==> config.mk <==
export PLATFORM = sky130hd
export DESIGN_NAME = brownout_and_reset_flags
export DESIGN_NICKNAME = d
export VERILOG_FILES = /design/src/hw/brownout_pkg.sv /design/src/hw/brownout_and_reset_flags.sv
export SDC_FILE = /design/constraint.sdc
export NUM_CORES = 1
export LEC_CHECK = 0
export BUFFER_PORTS_ARGS = -buffer_cell sky130_fd_sc_hd__buf_2
export CORE_UTILIZATION = 55
export CTS_CLUSTER_SIZE = 14
export DETAILED_ROUTE_END_ITERATION = 8
export GPL_TIMING_DRIVEN = 0
export PLACE_DENSITY = 0.84
export SETUP_SLACK_MARGIN = 0.2
export SYNTH_ARGS = -nofsm -noshare
export SYNTH_HDL_FRONTEND = slang
export SYNTH_SLANG_ARGS = --single-unit
==> constraint.sdc <==
create_clock -name ref_clk_i -period 3.39 [get_ports ref_clk_i]
set_input_delay 0.678 -clock ref_clk_i [delete_from_list [all_inputs] [get_ports ref_clk_i]]
set_output_delay 0.678 -clock ref_clk_i [all_outputs]
set_load 0.02 [all_outputs]
==> src/hw/brownout_pkg.sv <==
// constants, register map and carrier types of the reset source block
// assumes one 125 MHz system clock and an apb master for software access
// Overview of operation
// - enabled low supply gives reset, cause flag
// - low supply must outlast qualify time
// - four valid threshold key patterns only
// - invalid key resets after delay, flag set
// - key corruption reset restores key power-on
// - brownout reset keeps key register contents
// - key powers on as 01010101
// - brownout detection off in low-power modes
// - bit 2 brownout flag, software clears
// - bit 1 key corrupt flag, software clears
// - flag bits 7 to 4 read zero
// - writing 55H to flash control resets
// - normal watchdog expiry resets, sets expiry
// - low-power expiry clears pc, sp only
// - expiry, powerdown flags follow reset cause
// - power-on reset initialises core state
package brownout_pkg;

	// ****************************************
	// register map
	// ****************************************
	localparam logic [11:0] SELECT_KEY_OFS  = 12'h000;
	localparam logic [11:0] CAUSE_FLAGS_OFS = 12'h004;
	localparam logic [11:0] FLASH_CTL1_OFS  = 12'h008;
	localparam logic [11:0] STATUS_OFS      = 12'h00C;
	localparam logic [11:0] IRQ_STAT_OFS    = 12'h010;
	localparam logic [11:0] IRQ_MASK_OFS    = 12'h014;

	localparam logic [7:0] KEY_POR     = 8'h55;
	localparam logic [7:0] KEY_VALID_A = 8'h55;
	localparam logic [7:0] KEY_VALID_B = 8'h33;
	localparam logic [7:0] KEY_VALID_C = 8'h99;
	localparam logic [7:0] KEY_VALID_D = 8'hAA;
	localparam logic [7:0] FLASH_RESET_KEY = 8'h55;

	// cause flag bit positions
	localparam int WDG_KEY_BIT   = 0;
	localparam int KEY_CORR_BIT  = 1;
	localparam int BROWNOUT_BIT  = 2;
	localparam int RST_KEY_BIT   = 3;
	localparam int CAUSE_BITS    = 4;
	// status bit positions
	localparam int EXPIRY_BIT    = 0;
	localparam int POWERDOWN_BIT = 1;
	// irq event positions
	localparam int IRQ_BROWNOUT  = 0;
	localparam int IRQ_KEY_CORR  = 1;
	localparam int IRQ_WDG       = 2;
	localparam int IRQ_FLASH     = 3;
	localparam int IRQ_BITS      = 4;

	// ****************************************
	// timing
	// ****************************************
	localparam int CLK_MHZ           = 125;
	localparam int QUALIFY_TIME_US   = 120;
	localparam int SRESET_TIME_US    = 45;
	localparam int QUALIFY_CYCLES    = QUALIFY_TIME_US * CLK_MHZ;
	localparam int SRESET_CYCLES     = SRESET_TIME_US * CLK_MHZ;
	localparam int CORE_RST_CYCLES   = 4;

	// ****************************************
	// carrier types
	// ****************************************
	typedef enum logic [1:0] {
		MODE_NORMAL = 2'b00,
		MODE_SLOW   = 2'b01,
		MODE_IDLE   = 2'b10,
		MODE_SLEEP  = 2'b11
	} power_mode_t;

	typedef struct packed {
		logic pc_clear;
		logic sp_clear;
		logic irq_disable;
		logic wdt_clear;
		logic timers_off;
		logic ports_input;
		logic full_reset;
	} core_reset_t;

endpackage

==> src/hw/brownout_and_reset_flags.sv <==
// brownout qualifier, threshold key check, reset cause flags and core reset
// assumes supply comparator and watchdog pulses are asynchronous to the clock
//
// Design decisions made here: the register addresses and the APB register port.
module brownout_and_reset_flags #(
	parameter int QUALIFY_CNT = brownout_pkg::QUALIFY_CYCLES,
	parameter int SRESET_CNT  = brownout_pkg::SRESET_CYCLES
) (
	input  wire logic                      ref_clk_i,
	input  wire logic                      srst_i,
	input  wire logic                      clk_en_i,
	input  wire logic                      brownout_enable_i,
	input  wire logic                      low_supply_i,
	input  wire logic                      wdt_expiry_i,
	input  wire logic                      wdt_key_reset_i,
	input  wire logic                      rst_key_reset_i,
	input  wire logic                      deep_sleep_i,
	input  wire brownout_pkg::power_mode_t power_mode_i,
	input  wire logic                      psel_i,
	input  wire logic                      penable_i,
	input  wire logic                      pwrite_i,
	input  wire logic [11:0]               paddr_i,
	input  wire logic [31:0]               pwdata_i,
	output logic      [31:0]               prdata_o,
	output logic                           pready_o,
	output logic                           pslverr_o,
	output brownout_pkg::core_reset_t      core_reset_o,
	output logic                           irq_o
);
	import brownout_pkg::*;

	// ****************************************
	// helpers
	// ****************************************
	function automatic logic key_valid(input logic [7:0] k);
		return (k == KEY_VALID_A) || (k == KEY_VALID_B) ||
			(k == KEY_VALID_C) || (k == KEY_VALID_D);
	endfunction

	function automatic logic low_power(input power_mode_t m,
		input logic ds);
		return ds || (m == MODE_IDLE) || (m == MODE_SLEEP);
	endfunction

	// set wins over a software clear in the same cycle
	function automatic logic [3:0] sticky(input logic [3:0] cur,
		input logic [3:0] keep, input logic [3:0] ev);
		return (cur & keep) | ev;
	endfunction

	// ****************************************
	// input synchronisers
	// ****************************************
	// two flops on the supply and expiry pins from outside the clock domain
	logic low_meta;
	logic low_sync;
	logic wdt_meta;
	logic wdt_sync;
	logic low_s;
	logic wdt_s;
	logic wdt_d;
	logic wdk_s;
	logic wdk_d;
	logic rsk_s;
	logic rsk_d;

	always_ff @(posedge ref_clk_i) begin
		if (srst_i) begin
			low_meta <= 1'b0;
			low_sync <= 1'b0;
			wdt_meta <= 1'b0;
			wdt_sync <= 1'b0;
		end else if (clk_en_i) begin
			low_meta <= low_supply_i;
			low_sync <= low_meta;
			wdt_meta <= wdt_expiry_i;
			wdt_sync <= wdt_meta;
		end
	end

	// third stage for supply and expiry, first stage for both key pulses: registered copies for the counters and detectors
	always_ff @(posedge ref_clk_i) begin
		if (srst_i) begin
			low_s <= 1'b0;
			wdt_s <= 1'b0;
			wdk_s <= 1'b0;
			rsk_s <= 1'b0;
		end else if (clk_en_i) begin
			low_s <= low_sync;
			wdt_s <= wdt_sync;
			wdk_s <= wdt_key_reset_i;
			rsk_s <= rst_key_reset_i;
		end
	end

	// expiry, key and reset-key pulses: one more stage then edge detect
	always_ff @(posedge ref_clk_i) begin
		if (srst_i) begin
			{wdt_d, wdk_d, rsk_d} <= 3'h0;
		end else if (clk_en_i) begin
			{wdt_d, wdk_d, rsk_d} <= {wdt_s, wdk_s, rsk_s};
		end
	end

	logic wdt_rise;
	logic wdk_rise;
	logic rsk_rise;
	assign wdt_rise = wdt_s & ~wdt_d;
	assign wdk_rise = wdk_s & ~wdk_d;
	assign rsk_rise = rsk_s & ~rsk_d;

	// ****************************************
	// registers and apb
	// ****************************************
	logic [7:0]            select_key;
	logic [CAUSE_BITS-1:0] reset_cause_flags;
	logic                  watchdog_expiry_flag;
	logic                  powerdown_flag;
	logic [IRQ_BITS-1:0]   irq_stat;
	logic [IRQ_BITS-1:0]   irq_mask;
	logic                  apb_setup;
	logic                  apb_wr;
	logic                  apb_rd;
	logic                  addr_ok;
	logic                  wr_key;
	logic                  wr_flags;
	logic                  wr_irq_stat;
	logic                  wr_irq_mask;

	// pready is registered: no wait state, read data from a flop
	assign apb_setup = psel_i & ~penable_i;
	assign apb_wr    = psel_i & penable_i & pwrite_i & pready_o;
	assign apb_rd    = apb_setup & ~pwrite_i;
	assign addr_ok = (paddr_i == SELECT_KEY_OFS) ||
		(paddr_i == CAUSE_FLAGS_OFS) || (paddr_i == FLASH_CTL1_OFS) ||
		(paddr_i == STATUS_OFS) || (paddr_i == IRQ_STAT_OFS) ||
		(paddr_i == IRQ_MASK_OFS);

	// writes land at the access edge, while pready is high
	assign wr_key      = apb_wr && (paddr_i == SELECT_KEY_OFS);
	assign wr_flags    = apb_wr && (paddr_i == CAUSE_FLAGS_OFS);
	assign wr_irq_stat = apb_wr && (paddr_i == IRQ_STAT_OFS);
	assign wr_irq_mask = apb_wr && (paddr_i == IRQ_MASK_OFS);

	// ****************************************
	// brownout qualifier and key check
	// ****************************************
	logic        bo_active;
	logic [31:0] qual_cnt;
	logic [31:0] key_cnt;
	logic        brownout_reset;
	logic        key_reset;
	logic        flash_reset;
	logic        wdt_normal;
	logic        wdt_lowpwr;
	logic        in_low_power;

	// detection gated off in idle, sleep, deep sleep
	assign in_low_power = low_power(power_mode_i, deep_sleep_i);
	assign bo_active    = brownout_enable_i & low_s &
		~in_low_power;

	always_ff @(posedge ref_clk_i) begin
		if (srst_i) begin
			qual_cnt <= 32'h0;
		end else if (clk_en_i) begin
			if (!bo_active || brownout_reset) begin
				qual_cnt <= 32'h0;
			end else begin
				qual_cnt <= qual_cnt + 32'h1;
			end
		end
	end
	// fires only once the low level has outlasted the count
	assign brownout_reset = bo_active &&
		(qual_cnt >= 32'(QUALIFY_CNT));

	// ****************************************
	// threshold key watch
	// ****************************************
	// restarts whenever a valid pattern returns, so a fix in time is quiet
	always_ff @(posedge ref_clk_i) begin
		if (srst_i) begin
			key_cnt <= 32'h0;
		end else if (clk_en_i) begin
			if (key_valid(select_key) || key_reset) begin
				key_cnt <= 32'h0;
			end else begin
				key_cnt <= key_cnt + 32'h1;
			end
		end
	end
	assign key_reset = !key_valid(select_key) &&
		(key_cnt >= 32'(SRESET_CNT));

	// ****************************************
	// reset events
	// ****************************************
	assign flash_reset = apb_wr && (paddr_i == FLASH_CTL1_OFS) &&
		(pwdata_i[7:0] == FLASH_RESET_KEY);
	assign wdt_normal = wdt_rise & ~in_low_power;
	assign wdt_lowpwr = wdt_rise & in_low_power;

	logic full_event;
	assign full_event = brownout_reset | key_reset | flash_reset |
		wdt_normal | wdk_rise | rsk_rise;

	// ****************************************
	// select key register
	// ****************************************
	always_ff @(posedge ref_clk_i) begin
		if (srst_i) begin
			select_key <= KEY_POR;
		end else if (clk_en_i) begin
			if (key_reset) begin
				select_key <= KEY_POR;
			end else if (wr_key) begin
				select_key <= pwdata_i[7:0];
			end
			// brownout reset leaves the key untouched
		end
	end

	// ****************************************
	// cause flags: set wins over software clear
	// ****************************************
	logic [CAUSE_BITS-1:0] cause_set;
	always_comb begin
		cause_set = '0;
		cause_set[BROWNOUT_BIT] = brownout_reset;
		cause_set[KEY_CORR_BIT] = key_reset;
		cause_set[WDG_KEY_BIT]  = wdk_rise;
		cause_set[RST_KEY_BIT]  = rsk_rise;
	end

	always_ff @(posedge ref_clk_i) begin
		if (srst_i) begin
			reset_cause_flags <= '0;
		end else if (clk_en_i) begin
			if (wr_flags) begin
				// software may only clear: writing one keeps a flag
				reset_cause_flags <= sticky(reset_cause_flags,
					pwdata_i[CAUSE_BITS-1:0], cause_set);
			end else begin
				reset_cause_flags <= sticky(reset_cause_flags, 4'hF,
					cause_set);
			end
		end
	end

	// ****************************************
	// expiry and powerdown flags
	// ****************************************
	always_ff @(posedge ref_clk_i) begin
		if (srst_i) begin
			watchdog_expiry_flag <= 1'b0;
			powerdown_flag       <= 1'b0;
		end else if (clk_en_i) begin
			if (wdt_normal) begin
				watchdog_expiry_flag <= 1'b1;
			end else if (wdt_lowpwr) begin
				watchdog_expiry_flag <= 1'b1;
				powerdown_flag       <= 1'b1;
			end
			// brownout leaves both as they are
		end
	end

	// ****************************************
	// core reset pulse
	// ****************************************
	logic [2:0]  core_cnt;
	core_reset_t next_core;

	always_comb begin
		next_core = '0;
		if (srst_i || full_event) begin
			next_core = '1;
		end else if (wdt_lowpwr) begin
			next_core.pc_clear = 1'b1;
			next_core.sp_clear = 1'b1;
		end
	end

	// stretched so the core network sees a reset of several cycles
	always_ff @(posedge ref_clk_i) begin
		if (srst_i) begin
			core_reset_o <= '1;
			core_cnt     <= 3'(CORE_RST_CYCLES);
		end else if (clk_en_i) begin
			if (next_core != '0) begin
				// a partial reset never cuts a full one short
				core_reset_o <= core_reset_o | next_core;
				core_cnt     <= 3'(CORE_RST_CYCLES);
			end else if (core_cnt != 3'h0) begin
				core_cnt <= core_cnt - 3'h1;
			end else begin
				core_reset_o <= '0;
			end
		end
	end

	// ****************************************
	// interrupt status and mask
	// ****************************************
	logic [IRQ_BITS-1:0] irq_set;
	always_comb begin
		irq_set = '0;
		irq_set[IRQ_BROWNOUT] = brownout_reset;
		irq_set[IRQ_KEY_CORR] = key_reset;
		irq_set[IRQ_WDG]      = wdt_rise;
		irq_set[IRQ_FLASH]    = flash_reset;
	end

	always_ff @(posedge ref_clk_i) begin
		if (srst_i) begin
			irq_stat <= '0;
			irq_mask <= '0;
		end else if (clk_en_i) begin
			if (wr_irq_stat) begin
				irq_stat <= sticky(irq_stat, ~pwdata_i[IRQ_BITS-1:0],
					irq_set);
			end else begin
				irq_stat <= sticky(irq_stat, 4'hF, irq_set);
			end
			if (wr_irq_mask) begin
				irq_mask <= pwdata_i[IRQ_BITS-1:0];
			end
		end
	end

	always_ff @(posedge ref_clk_i) begin
		if (srst_i) begin
			irq_o <= 1'b0;
		end else if (clk_en_i) begin
			irq_o <= |(irq_stat & irq_mask);
		end
	end

	// ****************************************
	// read data mux
	// ****************************************
	logic [31:0] next_rdata;
	always_comb begin
		next_rdata = 32'h0;
		case (paddr_i)
			SELECT_KEY_OFS:  next_rdata = {24'h0, select_key};
			// upper nibble always zero
			CAUSE_FLAGS_OFS: next_rdata = {28'h0, reset_cause_flags};
			STATUS_OFS:      next_rdata = {30'h0, powerdown_flag,
				watchdog_expiry_flag};
			IRQ_STAT_OFS:    next_rdata = {28'h0, irq_stat};
			IRQ_MASK_OFS:    next_rdata = {28'h0, irq_mask};
			default:         next_rdata = 32'h0;
		endcase
	end

	// ****************************************
	// apb slave: no wait state, data ready with pready
	// ****************************************
	always_ff @(posedge ref_clk_i) begin
		if (srst_i) begin
			pready_o  <= 1'b0;
			pslverr_o <= 1'b0;
			prdata_o  <= 32'h0;
		end else if (clk_en_i) begin
			pready_o  <= apb_setup;
			pslverr_o <= apb_setup & ~addr_ok;
			if (apb_rd) begin
				prdata_o <= next_rdata;
			end else if (!psel_i) begin
				prdata_o <= 32'h0;
			end
		end
	end

endmodule // brownout_and_reset_flags

==> impl.org <==
** Synthesis
- Combinational family with the most area after synthesis :: simple AND/OR/NAND/NOR gates
- The synthesized netlist devotes 11.0% of its cell area to compound gates.
- Unique masters post-synth :: 59
- Synthesis inferred 118 register bits.
- Summed over its instances, the top area cell type makes up 43.3% of the synthesized netlist area.
- Synth warnings :: 0
- After Yosys synthesis, full adders, half adders and majority gates account for 1.61% of the synthesized area.
- Synth Area per Inst :: 8.57 um^2
- Top_reg_cell synth :: dfxtp_1
- Cell type with the highest aggregate area in the netlist :: dfxtp_1
- Of the total synthesized cell area, the portion taken by AND, OR, NAND and NOR gates is 25.2%.
- Summing the areas of all xor and xnor instances in the mapped netlist gives 7.39% of the synthesized area.
- After synthesis, the most frequently instantiated cells are dfxtp_1, nor2_1, nand2_1.
- Yosys mapped a number of flops with a built-in enable equal to 0.
- Yosys attributes the largest share of cell area to dfxtp_1, nor2_1, xnor2_1, xor2_1, buf_4.
- Of the post-synthesis cell area, the part taken by muxes is 4.59%.
- Summing every instance area after synthesis gives 0.00545 mm^2.
- After technology mapping, the gate count stands at 636.
- The share of the Yosys chip area taken by registers is 43.3%.
- Async SR Flop Fraction :: 0%
- Most numerous cell in the Yosys netlist :: dfxtp_1

** Floorplanning
- Total I/O pin count :: 100
- The total area inside the core boundary comes to 0.00942 mm^2.
- The initial utilization of the core area, before any placement, comes to 57.9%.
- Die width :: 102 um
- Number of rows created at floorplan :: 35
- The die is 102 um tall.
- The die covers 0.0103 mm^2.

** Route
- Summed over all layers, the routed wires come to 12.7 mm.
- The first TritonRoute pass finished after 6 iterations.
- Starting DRC count in detailed routing :: 242
- Across all layers, the routed design uses 4,814 vias.
- Average vias per placed instance :: 5.55
- Routed wire length per instance :: 14.7 um
- # DRC :: 0
- Number of nets still failing antenna checks after routing :: 0

** Power and ir drop
- Worst IR Drop VDD :: 0.387 mV
- Power density over the cells :: 499 mW/mm^2
- Clock share of power :: 50.4%
- Cell internal power was estimated by the tool at 2450 uW.
- Combinational share of power :: 5.9%
- Static leakage power :: 0.00249 uW
- Net switching component of the power :: 791 uW
- Fraction of power spent switching nets :: 24.4%
- Flop pwr share :: 43.6%
- After layout, the design draws a total of 3240 uW.

** Timing
- Setup repair after global routing missed its margin :: false
- In this run the tightest slew margin relative to its limit is 30.2%.
- The tightest hold path in the finished design has a slack of 0.397 ns.
- The final count of hold timing violations was 0.
- Number of max-slew violations in the final report :: 0
- Fmax :: 358 MHz
- Of the available clock period, the critical path in the final layout requires 82.4%.
- For the final routed database, the setup TNS stands at 0 ns.
- Actual transition at the worst max-transition pin :: 1.04 ns
- The smallest clock period supported by the final layout is computed as 2.79 ns.
- Across all setup checks in the final design, the least slack found is 0.597 ns.
- Worst clock skew :: 0.00754 ns
- Final setup violation count :: 0

** Layout
- Layout cells sized above 1 :: 16.5%
- 0 antenna diodes ended up in the layout.
- Area overhead of the layout relative to synthesis :: 19.0%
- The net count of the finished layout is 791.
- Once layout is done, the placed cells without fillers occupy 0.00648 mm^2.

** Place
- Number of I/O port buffers :: 48
- At the placement stage, the worst setup path has a slack of 0.313 ns.
- After legalization and detailed placement, the total HPWL measured 9.11 mm.
- The congestion estimate from routability-driven global placement came to 0.964.
- Post-place instance area :: 0.00594 mm^2

** Clock network
- After clock tree synthesis, the flow added hold-fix buffers numbering 0.
- After clock tree synthesis, the repair step resized 0 gates.
- Post-CTS timing repair inserted 0 buffers for setup.
- Number of buffers added by the clock tree synthesis step :: 17
- The H-tree was split into 4 levels.
- TritonCTS built the clock tree.
- Clock transition at the registers of the reported paths :: 0.06 ns
- Worst skew pair latency :: 0.53 ns
- Buffer type at the clock tree root :: clkbuf_8
- In this run the deepest clock path goes through 2 buffers.
- Clock tree synthesis found a total of 118 sinks.

** Global route
- Global routing consumed, over all layers together, 26.7% of the routing resources.
- The total overflow left after global routing is 0.
- Largest net degree at the start of global routing :: 17
- Via count of the first global-routing pass :: 4,667
- The initial antenna violation count was 0.
- First-pass GRT wire length :: 21.2 mm

** Run
- Across the run, the number of max-cap violations was 0.

** Critical path
- The setup path with the least slack is of type reg2reg.
- At the worst endpoint, the required time is 3.74 ns.
- Worst setup EP type :: register
- Top fanout value on the critical path :: 6
- For the worst setup path, the data arrival time is 3.14 ns.
- STA classifies the critical path startpoint as a register.

** Run status
- Run status :: finished, final reports clean

** Worst hold path
- Hold/Removal Path Class :: in2reg
kinds of logic after synthesis:
family	count (synthesis)
AND/OR/NAND/NOR	282
flip-flops	118
AO/OA/AOI/OAI	90
buffers and inverters	72
XOR/XNOR	46
multiplexers	20
adder cells (fa/ha/maj)	7
other	1
worst paths after layout:
path	startpoint	to	slack, ns	cells past startpoint
worst min-delay path	rst_key_reset_i	rsk_s	0.40	3
worst max register to register	key_cnt[21]	core_reset_o[2]	0.60	6
worst max-delay path	key_cnt[21]	core_reset_o[2]	0.60	6
worst min register to register	qual_cnt[31]	qual_cnt[31]	0.48	1
cell usage in the layout, fill, tap and decap left out, drive strengths merged, types with 6 or more instances in the layout:
| cell | n |
|---|---|
| a21oi | 33 |
| a22oi | 8 |
| and3 | 12 |
| and4 | 9 |
| buf | 80 |
| clkbuf | 33 |
| clkinv | 9 |
| conb | 24 |
| dfxtp | 118 |
| ha | 7 |
| inv | 25 |
| mux2i | 16 |
| nand2 | 47 |
| nand2b | 6 |
| nand3 | 17 |
| nand4 | 19 |
| nor2 | 118 |
| nor2b | 8 |
| nor3 | 12 |
| nor4 | 15 |
| o21ai | 11 |
| xnor2 | 24 |
| xor2 | 22 |
power by group through the flow:
stage	Sequential (uW)	Clock (uW)	Combinational [uW]
5_1_grt	1410	1710	209
2_1_floorplan	1440	0	129
4_1_cts	1410	1650	189
3_3_place_gp	1440	0	183
3_5_place_dp	1440	0	187
6_report	1410	1630	192
worst max-delay path, stage by stage, from the launching register on:
cell	delay, ns
dfxtp_1	0.34
nor4_1	0.40
o211ai_1	0.18
a211oi_2	0.52
nor2_2	0.16
nor4_1	0.92
a21oi_1	0.11
per-stage QoR:
step,util (%),cells
2_1_floorplan,-,659
3_3_place_gp,63.1,836
3_5_place_dp,63.1,836
4_1_cts,68.9,868
5_1_grt,68.9,868
6_report,68.9,868
layout make-up:
| type | count | area (um^2) |
|---|---|---|
| inverter | 24 | 90.1 |
| clock inverter | 15 | 133 |
| sequential | 118 | 2360 |
| clock buffer | 17 | 414 |
| fill | 748 | 2930 |
| multi-input combinational | 469 | 2810 |
| buffer | 48 | 279 |
| timing repair buffer | 48 | 240 |
| tap | 129 | 161 |
registers in the layout (all words and copies together), names as in the netlist, 3 cells and up:
signal and cells:
prdata_o 8, core_reset_o 7, reset_cause_flags 4, irq_stat 4, key_cnt 32, core_cnt 3
select_key 8, qual_cnt 32, irq_mask 4
metal layers:
metal  vias to the layer above  track usage, %  part of all wire, %
li1                       2355               -                    -
met1                      2275            32.0                   43
met2                       157            45.6                   49
met3                        27            6.63                  5.6
met4                         0            11.4                  2.4
met5                         -               0                    0
(Power assumes the default switching activity.)
